## src/include/dpr_pkg.sv

```systemverilog
package dpr_pkg;

    // port pin, bus and timer widths
    localparam int ADDR_W = 13;
    localparam int DATA_W = 8;
    localparam int TOKEN_IDX_W = 3;
    localparam int TMR_W = 4;

    // clock and pin timing, in ns as specified
    localparam int CLK_NS = 10;
    localparam int WR_PULSE_NS = 12;
    localparam int RD_ACCESS_NS = 15;
    localparam int TOKEN_WR_RD_NS = 5;

    // least times rounded up to whole cycles
    localparam int WR_PULSE_CYC = (WR_PULSE_NS + CLK_NS - 1) / CLK_NS;
    localparam int RD_ACCESS_CYC = (RD_ACCESS_NS + CLK_NS - 1) / CLK_NS;
    localparam int TOKEN_WR_RD_CYC = (TOKEN_WR_RD_NS + CLK_NS - 1) / CLK_NS;

    // timer reload values
    localparam logic [TMR_W-1:0] WR_LOAD = TMR_W'(WR_PULSE_CYC - 1);
    localparam logic [TMR_W-1:0] RD_LOAD = TMR_W'(RD_ACCESS_CYC - 1);
    localparam logic [TMR_W-1:0] GAP_LOAD = TMR_W'(TOKEN_WR_RD_CYC - 1);

    // data written to a token latch: bit 0 low requests, high releases
    localparam logic [DATA_W-1:0] TOKEN_TAKE_DATA = 8'hfe;
    localparam logic [DATA_W-1:0] TOKEN_GIVE_DATA = 8'hff;

    // pin levels after reset: all strobes inactive
    localparam logic [3:0] PINS_IDLE = 4'hf;

    typedef enum logic [2:0] {
        OP_READ = 3'h0,
        OP_WRITE = 3'h1,
        OP_TOKEN_TAKE = 3'h2,
        OP_TOKEN_GIVE = 3'h3,
        OP_TOKEN_PEEK = 3'h4
    } dpr_op_t;

    // gray codes along idle, setup, strobe, recover, gap
    typedef enum logic [2:0] {
        ST_IDLE = 3'h0,
        ST_SETUP = 3'h1,
        ST_STROBE = 3'h3,
        ST_RECOVER = 3'h2,
        ST_GAP = 3'h6
    } dpr_state_t;

    typedef struct packed {
        dpr_op_t op;
        logic [ADDR_W-1:0] addr;
        logic [DATA_W-1:0] wdata;
    } dpr_req_t;

    typedef struct packed {
        logic ce_n;
        logic token_select_n;
        logic we_n;
        logic oe_n;
    } dpr_pins_t;

endpackage

```

## src/rtl/dpr_timer.sv

```systemverilog
`timescale 1ns/1ps
module dpr_timer (
    // clock and reset
    input wire logic core_clk_i,
    input wire logic rst_b_i,
    // reload
    input wire logic load_i,
    input wire logic [dpr_pkg::TMR_W-1:0] load_val_i,
    // status
    output logic done_o
);

    logic [dpr_pkg::TMR_W-1:0] count;
    wire count_zero = (count == '0);

    always_ff @(posedge core_clk_i or negedge rst_b_i) begin
        if (!rst_b_i) begin
            count <= '0;
        end else if (load_i) begin
            count <= load_val_i;
        end else if (!count_zero) begin
            count <= count - 1'b1;
        end
    end

    // no path from load back to done: the caller builds load from done
    assign done_o = count_zero;

endmodule

```

## src/rtl/dpr_port_host.sv

```systemverilog
`timescale 1ns/1ps
// Operation
// RULE1: the device writes only while a select and the write strobe are both low, ending when either rises.
// RULE2: write data must be stable around the rising edge that ends the write.
// RULE3: the write strobe stays high whenever the port address changes.
// RULE4: the device floats its data pins during a write even with output enable low.
// RULE5: array access uses chip select low with token select high, token access the reverse.
// RULE6: the write strobe stays high for the whole of a read.
// RULE7: a token request writes a low on the token bit line, with chip select high through write and readback.
// RULE8: when both ports race for one free token, exactly one port gets it.
// RULE9: when both ports hit one location too closely, exactly one port sees busy.
// RULE10: eight token latches exist, each owned by at most one port and freed on release.
module dpr_port_host (
    // clock and reset
    input wire logic core_clk_i,
    input wire logic rst_b_i,
    // user command port
    input wire logic req_i,
    input dpr_pkg::dpr_req_t req_data_i,
    output logic ready_o,
    output logic done_o,
    output logic [dpr_pkg::DATA_W-1:0] rdata_o,
    output logic granted_o,
    // device port pins
    output dpr_pkg::dpr_pins_t pins_o,
    output logic [dpr_pkg::ADDR_W-1:0] addr_o,
    output logic [dpr_pkg::DATA_W-1:0] data_o,
    output logic data_oe_o,
    input wire logic [dpr_pkg::DATA_W-1:0] data_i,
    input wire logic busy_n_i
);

    dpr_pkg::dpr_state_t st;
    dpr_pkg::dpr_state_t next_st;
    dpr_pkg::dpr_op_t op;
    logic rb;
    logic tmr_done;

    // decode of the command being taken or held
    wire accept = (st == dpr_pkg::ST_IDLE) && req_i;
    wire dpr_pkg::dpr_op_t next_op = accept ? req_data_i.op : op;
    wire next_is_token = (next_op == dpr_pkg::OP_TOKEN_TAKE) ||
                         (next_op == dpr_pkg::OP_TOKEN_GIVE) ||
                         (next_op == dpr_pkg::OP_TOKEN_PEEK);
    wire accept_rd = (req_data_i.op == dpr_pkg::OP_READ) ||
                     (req_data_i.op == dpr_pkg::OP_TOKEN_PEEK);
    wire recover_to_gap = (op == dpr_pkg::OP_TOKEN_TAKE) && !rb;
    wire next_rb = accept ? accept_rd : (rb || (st == dpr_pkg::ST_GAP));
    wire is_token = (op == dpr_pkg::OP_TOKEN_TAKE) || (op == dpr_pkg::OP_TOKEN_GIVE) ||
                    (op == dpr_pkg::OP_TOKEN_PEEK);
    // busy arbitration only guards array cells, not token latches
    wire busy_ok = busy_n_i || is_token; // RULE9
    wire rd_capture = (st == dpr_pkg::ST_SETUP) && rb && tmr_done && busy_ok;

    always_comb begin
        next_st = st;
        case (st)
            dpr_pkg::ST_IDLE: begin
                if (req_i) begin
                    next_st = dpr_pkg::ST_SETUP;
                end
            end
            dpr_pkg::ST_SETUP: begin
                if (rd_capture) begin
                    next_st = dpr_pkg::ST_RECOVER;
                end else if (!rb && busy_ok) begin
                    next_st = dpr_pkg::ST_STROBE;
                end
            end
            dpr_pkg::ST_STROBE: begin
                if (tmr_done) begin
                    next_st = dpr_pkg::ST_RECOVER;
                end
            end
            dpr_pkg::ST_RECOVER: begin
                next_st = recover_to_gap ? dpr_pkg::ST_GAP : dpr_pkg::ST_IDLE;
            end
            dpr_pkg::ST_GAP: begin
                if (tmr_done) begin
                    next_st = dpr_pkg::ST_SETUP;
                end
            end
            default: begin
                next_st = dpr_pkg::ST_IDLE;
            end
        endcase
    end

    // pin levels for the coming cycle
    wire next_sel = (next_st == dpr_pkg::ST_SETUP) || (next_st == dpr_pkg::ST_STROBE) ||
                    (next_st == dpr_pkg::ST_RECOVER);
    wire next_ce_n = !(next_sel && !next_is_token); // RULE5 RULE7
    wire next_tok_n = !(next_sel && next_is_token); // RULE5
    wire next_we_n = (next_st != dpr_pkg::ST_STROBE); // RULE1 RULE6
    wire next_oe_n = !((next_st == dpr_pkg::ST_SETUP) && next_rb); // RULE4
    // data held through the recover cycle after the strobe rises
    wire next_data_oe = ((next_st == dpr_pkg::ST_STROBE) ||
                         (next_st == dpr_pkg::ST_RECOVER)) && !next_rb; // RULE2
    wire dpr_pkg::dpr_pins_t next_pins = '{ce_n: next_ce_n, token_select_n: next_tok_n,
                                           we_n: next_we_n, oe_n: next_oe_n};

    // token latches live at the low address bits only
    wire [dpr_pkg::ADDR_W-1:0] token_addr = {{(dpr_pkg::ADDR_W - dpr_pkg::TOKEN_IDX_W){1'b0}},
                                            req_data_i.addr[dpr_pkg::TOKEN_IDX_W-1:0]}; // RULE10
    wire accept_token = (req_data_i.op == dpr_pkg::OP_TOKEN_TAKE) ||
                        (req_data_i.op == dpr_pkg::OP_TOKEN_GIVE) ||
                        (req_data_i.op == dpr_pkg::OP_TOKEN_PEEK);
    wire [dpr_pkg::ADDR_W-1:0] next_addr = accept_token ? token_addr : req_data_i.addr;
    wire [dpr_pkg::DATA_W-1:0] next_data =
        (req_data_i.op == dpr_pkg::OP_TOKEN_TAKE) ? dpr_pkg::TOKEN_TAKE_DATA :
        (req_data_i.op == dpr_pkg::OP_TOKEN_GIVE) ? dpr_pkg::TOKEN_GIVE_DATA :
        req_data_i.wdata; // RULE7

    // timer reload on each timed state entry
    wire tmr_load = (next_st != st) && ((next_st == dpr_pkg::ST_SETUP) ||
                    (next_st == dpr_pkg::ST_STROBE) || (next_st == dpr_pkg::ST_GAP));
    wire [dpr_pkg::TMR_W-1:0] tmr_val =
        (next_st == dpr_pkg::ST_STROBE) ? dpr_pkg::WR_LOAD :
        (next_st == dpr_pkg::ST_GAP) ? dpr_pkg::GAP_LOAD : dpr_pkg::RD_LOAD;

    dpr_timer u_timer (
        .core_clk_i(core_clk_i),
        .rst_b_i(rst_b_i),
        .load_i(tmr_load),
        .load_val_i(tmr_val),
        .done_o(tmr_done)
    );

    always_ff @(posedge core_clk_i or negedge rst_b_i) begin
        if (!rst_b_i) begin
            st <= dpr_pkg::ST_IDLE;
            op <= dpr_pkg::OP_READ;
            rb <= 1'b0;
        end else begin
            st <= next_st;
            op <= next_op;
            rb <= next_rb;
        end
    end

    always_ff @(posedge core_clk_i or negedge rst_b_i) begin
        if (!rst_b_i) begin
            pins_o <= dpr_pkg::PINS_IDLE;
            data_oe_o <= 1'b0;
        end else begin
            pins_o <= next_pins;
            data_oe_o <= next_data_oe;
        end
    end

    // address and data only move while idle, strobe high
    always_ff @(posedge core_clk_i or negedge rst_b_i) begin
        if (!rst_b_i) begin
            addr_o <= '0;
            data_o <= '0;
        end else if (accept) begin
            addr_o <= next_addr; // RULE3
            data_o <= next_data; // RULE2
        end
    end

    always_ff @(posedge core_clk_i or negedge rst_b_i) begin
        if (!rst_b_i) begin
            rdata_o <= '0;
            granted_o <= 1'b0;
        end else if (rd_capture) begin
            rdata_o <= data_i;
            granted_o <= is_token && !data_i[0]; // RULE8
        end
    end

    always_ff @(posedge core_clk_i or negedge rst_b_i) begin
        if (!rst_b_i) begin
            ready_o <= 1'b1;
            done_o <= 1'b0;
        end else begin
            ready_o <= (next_st == dpr_pkg::ST_IDLE);
            done_o <= (st == dpr_pkg::ST_RECOVER) && !recover_to_gap;
        end
    end

    wire token_bit_line = data_o[0];

    a_write_needs_sel: assert property (@(posedge core_clk_i) disable iff (!rst_b_i) // RULE1
        !pins_o.we_n |-> (!pins_o.ce_n || !pins_o.token_select_n))
        else $error("write strobe low with no select");

    a_write_pulse_len: assert property (@(posedge core_clk_i) disable iff (!rst_b_i) // RULE1
        $fell(pins_o.we_n) |-> !pins_o.we_n [*2])
        else $error("write pulse shorter than two cycles");

    a_data_hold_end: assert property (@(posedge core_clk_i) disable iff (!rst_b_i) // RULE2
        $rose(pins_o.we_n) |-> data_oe_o && $stable(data_o) && pins_o.oe_n)
        else $error("write data not held at write end");

    a_addr_we_high: assert property (@(posedge core_clk_i) disable iff (!rst_b_i) // RULE3
        $changed(addr_o) |-> pins_o.we_n && $past(pins_o.we_n))
        else $error("address changed with write strobe low");

    a_no_drive_oe: assert property (@(posedge core_clk_i) disable iff (!rst_b_i) // RULE4
        data_oe_o |-> pins_o.oe_n)
        else $error("host drives data while output enable low");

    a_select_excl: assert property (@(posedge core_clk_i) disable iff (!rst_b_i) // RULE5
        !(pins_o.ce_n == 1'b0 && pins_o.token_select_n == 1'b0))
        else $error("chip select and token select both low");

    a_read_we_high: assert property (@(posedge core_clk_i) disable iff (!rst_b_i) // RULE6
        !pins_o.oe_n |-> pins_o.we_n)
        else $error("write strobe low during read");

    a_token_take_bit: assert property (@(posedge core_clk_i) disable iff (!rst_b_i) // RULE7
        (!pins_o.we_n && op == dpr_pkg::OP_TOKEN_TAKE) |-> !token_bit_line && pins_o.ce_n)
        else $error("token request without low token bit");

    a_take_readback: assert property (@(posedge core_clk_i) disable iff (!rst_b_i) // RULE7
        ($rose(pins_o.we_n) && op == dpr_pkg::OP_TOKEN_TAKE) |->
            ##[1:6] (!pins_o.oe_n && !pins_o.token_select_n && pins_o.ce_n))
        else $error("token readback missing after request");

    c_read_done: cover property (@(posedge core_clk_i) disable iff (!rst_b_i)
        done_o && op == dpr_pkg::OP_READ);
    c_write_done: cover property (@(posedge core_clk_i) disable iff (!rst_b_i)
        done_o && op == dpr_pkg::OP_WRITE);
    c_token_won: cover property (@(posedge core_clk_i) disable iff (!rst_b_i)
        done_o && op == dpr_pkg::OP_TOKEN_TAKE && granted_o);
    c_token_lost: cover property (@(posedge core_clk_i) disable iff (!rst_b_i)
        done_o && op == dpr_pkg::OP_TOKEN_TAKE && !granted_o);

endmodule

```

## config.mk

```make
export PLATFORM = sky130hd
export DESIGN_NAME = dpr_port_host
export DESIGN_NICKNAME = d
export VERILOG_FILES = /design/src/include/dpr_pkg.sv /design/src/rtl/dpr_timer.sv /design/src/rtl/dpr_port_host.sv
export SDC_FILE = /design/constraint.sdc
export NUM_CORES = 1
export LEC_CHECK = 0
export BUFFER_PORTS_ARGS = -buffer_cell sky130_fd_sc_hd__buf_2
export CAP_MARGIN = 0
export CORE_UTILIZATION = 45
export CTS_CLUSTER_SIZE = 8
export DETAILED_ROUTE_END_ITERATION = 7
export GPL_ROUTABILITY_DRIVEN = 0
export PLACE_DENSITY = 0.74
export SYNTH_ARGS = -nofsm -noshare
export SYNTH_HDL_FRONTEND = slang
export SYNTH_SLANG_ARGS = --single-unit
```

## constraint.sdc

```tcl
create_clock -name core_clk_i -period 1.9 [get_ports core_clk_i]
set_clock_uncertainty 0.05 [all_clocks]
set_input_delay 0.285 -clock core_clk_i [delete_from_list [all_inputs] [get_ports core_clk_i]]
set_output_delay 0.285 -clock core_clk_i [all_outputs]
set_load 0.005 [all_outputs]
```

---- Word level (Yosys, flattened, before mapping) ----
Index checks and enable logic that the tools add are counted.
cells by class
  multipliers ............................. 0
  shift operators ......................... 0
  divide/modulo/power cells ............... 0
  $lt $le $gt $ge ......................... 0
  mux-type cells .......................... 16
  bitwise operators ....................... 0
  equality and inequality tests ........... 20
  reduce and logical (&&, ||, !) cells .... 38
  $add $sub $neg .......................... 1
operators with widths
  cell                                                                     count
  3-bit by 2-bit == test with 1-bit output, second input constant          10
  3-bit 2-to-1 mux                                                         7
  8-bit 2-to-1 mux                                                         2
  3-bit == test, second input constant                                     5
  3-bit case mux with 5 select lines                                       1
  1-bit logical AND                                                        13
  1-bit logical OR                                                         13
  13-bit 2-to-1 mux                                                        1
  3-bit logical NOT                                                        3
  1-bit logical NOT                                                        8
  4-bit 2-to-1 mux                                                         2
  3-bit by 1-bit == test with 1-bit output, second input constant          2
  4-bit logical NOT                                                        1
  4-bit by 1-bit subtractor with 4-bit output, second input constant       1
  1-bit 2-to-1 mux                                                         3
  3-bit by 2-bit inequality test with 1-bit output, second input constant  1
  3-bit inequality test                                                    1
  2-bit by 1-bit inequality test with 1-bit output, second input constant  1
word-level totals
  memory bits (writable) .................. 0
  memories ................................ 0
  output and inout bits ................... 37
  logic and storage cells ................. 90
  latch bits .............................. 0
  bits of input ports ..................... 36
  bits in read-only memories .............. 0
  register bits ........................... 48

---- Depth between registers and ports, before layout ----
  depth in word-level cells ............... 13
  mapped depth ............................ 7
  depth with buffers taken out ............ 6

---- Hierarchy ----
From an unflattened synthesis, not the netlist that was laid out.
unflattened totals
  cell total of the unflattened synthesis .. 199
  area total of the unflattened synthesis .. 2149.6 um^2
modules (own cells, without submodules)
  module         cells an instance  instances  area each (um^2)
  dpr_port_host  176                1          1916.8
  dpr_timer      23                 1          232.7

---- Worst setup path after synthesis ----
No wires, ideal clock.
  path kind ............................... reg-to-reg
  start point ............................. reg u_timer.count[0] (netlist name)
  end point ............................... reg u_timer.count[2] (netlist name)
  period minus slack after synthesis ...... 1.885 ns
  cell stages (with the launch flop) ...... 8
  path buffers ............................ 1
  setup slack ............................. 0.015 ns
  arrival time ............................ 1.702 ns
  library setup time ...................... 0.133 ns
  required time ........................... 1.717 ns
  path through ............................ dfrtp_1 > inv_1 > ha_1 > or3b_1 > buf_6 > a31o_1 > a221oi_4 > a21oi_1
between the ends
  longest elaborated chain between the ends .. 10
  elaborated cells between the ends (all ways) .. 18
RTL lines
  what                                                                                                  RTL line                                    RTL
  from (decl)                                                                                           dpr_timer.sv:13                             logic [dpr_pkg::TMR_W-1:0] count;
  from (signal assigned)                                                                                dpr_timer.sv:20                             count <= load_val_i;
  from (signal assigned)                                                                                dpr_timer.sv:22                             count <= count - 1'b1;
  4-bit logical NOT                                                                                     dpr_timer.sv:14                             wire count_zero = (count == '0);
  1-bit logical AND (2 in series)                                                                       dpr_port_host.sv:53                         wire rd_capture = (st == dpr_pkg::ST_SETUP) && rb && tmr_done && busy_ok;
  3-bit 2-to-1 mux                                                                                      dpr_port_host.sv:64                         if (rd_capture) begin
  3-bit case mux with 5 select lines                                                                    dpr_port_host.sv:57                         case (st)
  3-bit by 1-bit == test with 1-bit output or 3-bit by 2-bit == test with 1-bit output (tied branches)  dpr_port_host.sv:115, dpr_port_host.sv:116
  1-bit logical OR                                                                                      dpr_port_host.sv:115                        wire tmr_load = (next_st != st) && ((next_st == dpr_pkg::ST_SETUP) ||
  1-bit logical OR                                                                                      dpr_port_host.sv:116                        (next_st == dpr_pkg::ST_STROBE) || (next_st == dpr_pkg::ST_GAP));
  1-bit logical AND                                                                                     dpr_port_host.sv:115
  2-bit by 1-bit inequality test with 1-bit output (no line) or 4-bit 2-to-1 mux (tied branches)        n/a
Several ways; a longest one is shown, not always the timed one. The select of a mux whose other input is x is not followed.
A chain may end at the register's enable or synchronous reset.

---- Worst setup path in the final report ----
  start point ............................. reg u_timer.count[0] (netlist name)
  end point ............................... reg u_timer.count[1] (netlist name)
The elaborated chain is that of the path after synthesis.

==> results.sh <==
export IMPL_drtPass1Iterations=6
export IMPL_worst_pin_slew_ns=0.487
export IMPL_hpwlAfterDp_um=3210
export IMPL_drt_total_wl_um=4570
export IMPL_use_met2=0.321
export IMPL_grt_use_met3=0.0520
export IMPL_busiest_layer="met2"
export IMPL_grt_pass1_vias=1625
export IMPL_die_height_um=71.2
export IMPL_clkPwrFrac=0.148
export IMPL_avgRoutedWirePerCell_um=14.2
export IMPL_instances_no_fill=323
export IMPL_coreArea_um2=4470
export IMPL_final_antenna_net_count=0
export IMPL_place_ws_ns=0.00518
export IMPL_diodes=0
export IMPL_hp_class="in -> reg"
export IMPL_critPathKind="reg -> reg"
export IMPL_grt_use_total=0.198
export IMPL_die_width_um=71.2
export IMPL_grtUsageMet1=0.268
export IMPL_cts_buffers=5
export IMPL_initial_core_util=0.482
export IMPL_fp_dieArea_um2=5070
export IMPL_p_per_area_nw_per_um2=1600
export IMPL_cp_start_kind="register"
export IMPL_clk_pin_slew_worst_paths_ns=0.09
export IMPL_period_needed_ns=1.82
export IMPL_setup_viol=0
export IMPL_synth_top_area_share=0.499
export IMPL_syn_inst=186
export IMPL_grt_pass1_wl_um=7720
export IMPL_internal_power_uw=2790
export IMPL_p_total_uw=4390
export IMPL_p_sw_uw=1600
export IMPL_via_count=1704
export IMPL_max_cap_viol_count=0
export IMPL_grt_antenna_before_repair=0
export IMPL_synth_common_cells="dfrtp_1 (43), nand2_1 (40), a22o_1 (11), o21ai_0 (10)"
export IMPL_relSlewSlack=0.675
export IMPL_status="complete, but fails checks"
export IMPL_synth_most_common_cell="dfrtp_1"
export IMPL_comb_power_share=0.453
export IMPL_drc=5
export IMPL_drtIter0Drc=98
export IMPL_synth_area_per_cell_um2=11.6
export IMPL_ys_warn_count=0
export IMPL_htree_levels=2
export IMPL_fillerInstances=371
export IMPL_power_frac_seq=0.400
export IMPL_port_buffers=72
export IMPL_cp_arrival_ns=1.95
export IMPL_crit_required_ns=2.03
export IMPL_critPathCaptureType="register"
export IMPL_crit_fanout=5
export IMPL_avgViaCountPerCell=5.28
export IMPL_hold_viol=0
export IMPL_ir_drop_mv=0.733
export IMPL_drive_above_1_share=0.458
export IMPL_ctsRootBufferMaster="clkbuf_8"
export IMPL_synth_cell_types=46
export IMPL_syn_nets=223
export IMPL_fin_nets=307
export IMPL_yosysTopAreaCell="dfrtp_1"
export IMPL_syn_to_final_growth_pct=27.1
export IMPL_synth_edf_count=0
export IMPL_min_period_over_period=0.960
export IMPL_ys_seq_area_frac=0.560
export IMPL_grt_overflow=0
export IMPL_ys_ff_latch=48
export IMPL_synth_area_um2=2160
export IMPL_grt_max_degree=29
export IMPL_synth_ff_type="dfrtp_1"
export IMPL_cts_sinks=48
export IMPL_leakagePower_uw=0.00141
export IMPL_ys_top_cells_by_area="dfrtp_1 (50%), nand2_1 (7.0%), dfstp_2 (6.1%)"
export IMPL_setup_slack_ns=0.0764
export IMPL_slew_viol_final=0
export IMPL_place_inst=313
export IMPL_cts_tree="built"
export IMPL_clkLatencyLatePin_ns=0.30
export IMPL_clock_fmax_mhz=548
export IMPL_failed_checks="DRC"
export IMPL_rows=24
export IMPL_ioPinCount=73
export IMPL_clk_path_buf_depth=2
export IMPL_swShare=0.365
export IMPL_synthArstFlopShare=1.00
==> cell usage in the layout, fill, tap and decap left out, drive strengths merged, types with 2 or more instances in the layout <==
cell type and instances:
nand2 40, nor4b 2, nor3 5, buf 85, o211ai 3, a221oi 2
nor2b 2, dfstp 5, mux2 9, a22o 11, a21oi 6, mux2i 2
o31a 2, dfrtp 43, nor2 10, a32o 2, a31o 2, nor3b 2
or3 2, inv 4, o21ai 10, clkbuf 6
==> critical path, cell delays in order (launching register included) <==
cell      delay (ns)
dfrtp_1         0.41
inv_2           0.09
ha_4            0.15
or3b_4          0.39
a31o_1          0.21
a221oi_4        0.29
a221oi_2        0.10
==> power by group through the flow <==
stage	logic (uW)	clock network, uW	registers, uW
3_3_place_gp	1880	0	1750
6_report	1990	648	1760
5_1_grt	2240	712	1820
4_1_cts	1970	662	1760
2_1_floorplan	1190	0	1810
3_5_place_dp	1930	0	1770
==> through the flow <==
stage	instance area, um^2	setup TNS [ns]	util	hold slack (ns)
floorplan	2160	0	-	-0.0606
global placement	2610	0	0.583	0.226
detailed placement	2610	0	0.583	0.227
CTS	2730	0	0.610	0.111
global route	2740	-0.00182	0.613	0.121
finish	2740	0	0.613	0.121
==> logic make-up after synthesis <==
logic type               share of synthesized area
AND/OR/NAND/NOR                              0.177
flip-flops                                   0.560
AO/OA/AOI/OAI                                0.161
buffers and inverters                       0.0406
multiplexers                                0.0563
adder cells (fa/ha/maj)                    0.00580
==> flip-flops by register name (all words and copies together) (netlist names) <==
name           flops
addr_o            13
data_o             8
data_oe_o          1
done_o             1
granted_o          1
op                 3
pins_o             4
rb                 1
rdata_o            8
ready_o            1
st                 3
u_timer.count      4
==> area by class of cell <==
cell class	instances	area, um^2	area share
multi-input combinational	126	881	0.321
timing repair buffer	86	480	0.175
inverter	3	11.3	0.00411
tap	52	65.1	0.0237
clock buffer	6	82.6	0.0301
sequential	48	1210	0.440
clock inverter	2	13.8	0.00502
==> timing repair <==
action / CTS / global route
endpoints found under the setup margin: 3 / 3
gates resized for setup: 3 / 2
setup buffers: 0 / 1
pin swaps: 1 / 2
hold buffers: 1 / 0
endpoints found under the hold margin: 18 / 0
==> worst paths after layout <==
| path | to | cells after the start | start | slack [ns] |
|---|---|---|---|---|
| min reg2reg | data_o[4]$_DFFE_PN0P_ | 2 | data_o[4]$_DFFE_PN0P_ | 0.42 |
| min | addr_o[2]$_DFFE_PN0P_ | 3 | req_data_i[10] | 0.12 |
| max | u_timer.count[1]$_DFFE_PN0P_ | 6 | u_timer.count[0]$_DFFE_PN0P_ | 0.08 |
| min in group asynchronous | data_oe_o$_DFF_PN0_ | 2 | rst_b_i | 0.42 |
| max reg2reg | u_timer.count[1]$_DFFE_PN0P_ | 6 | u_timer.count[0]$_DFFE_PN0P_ | 0.08 |
| max in group asynchronous | pins_o[3]$_DFF_PN1_ | 3 | rst_b_i | 0.79 |
==> routing by layer <==
| metal | vias to the layer above | part of all wire | wire length (um) |
|---|---|---|---|
| met3 | 6 | 0.063 | 287 |
| li1 | 820 | - | - |
| met5 | - | 0 | 0 |
| met2 | 64 | 0.47 | 2150 |
| met4 | 0 | 0.010 | 47 |
| met1 | 814 | 0.46 | 2090 |
(Power assumes the default switching activity.)
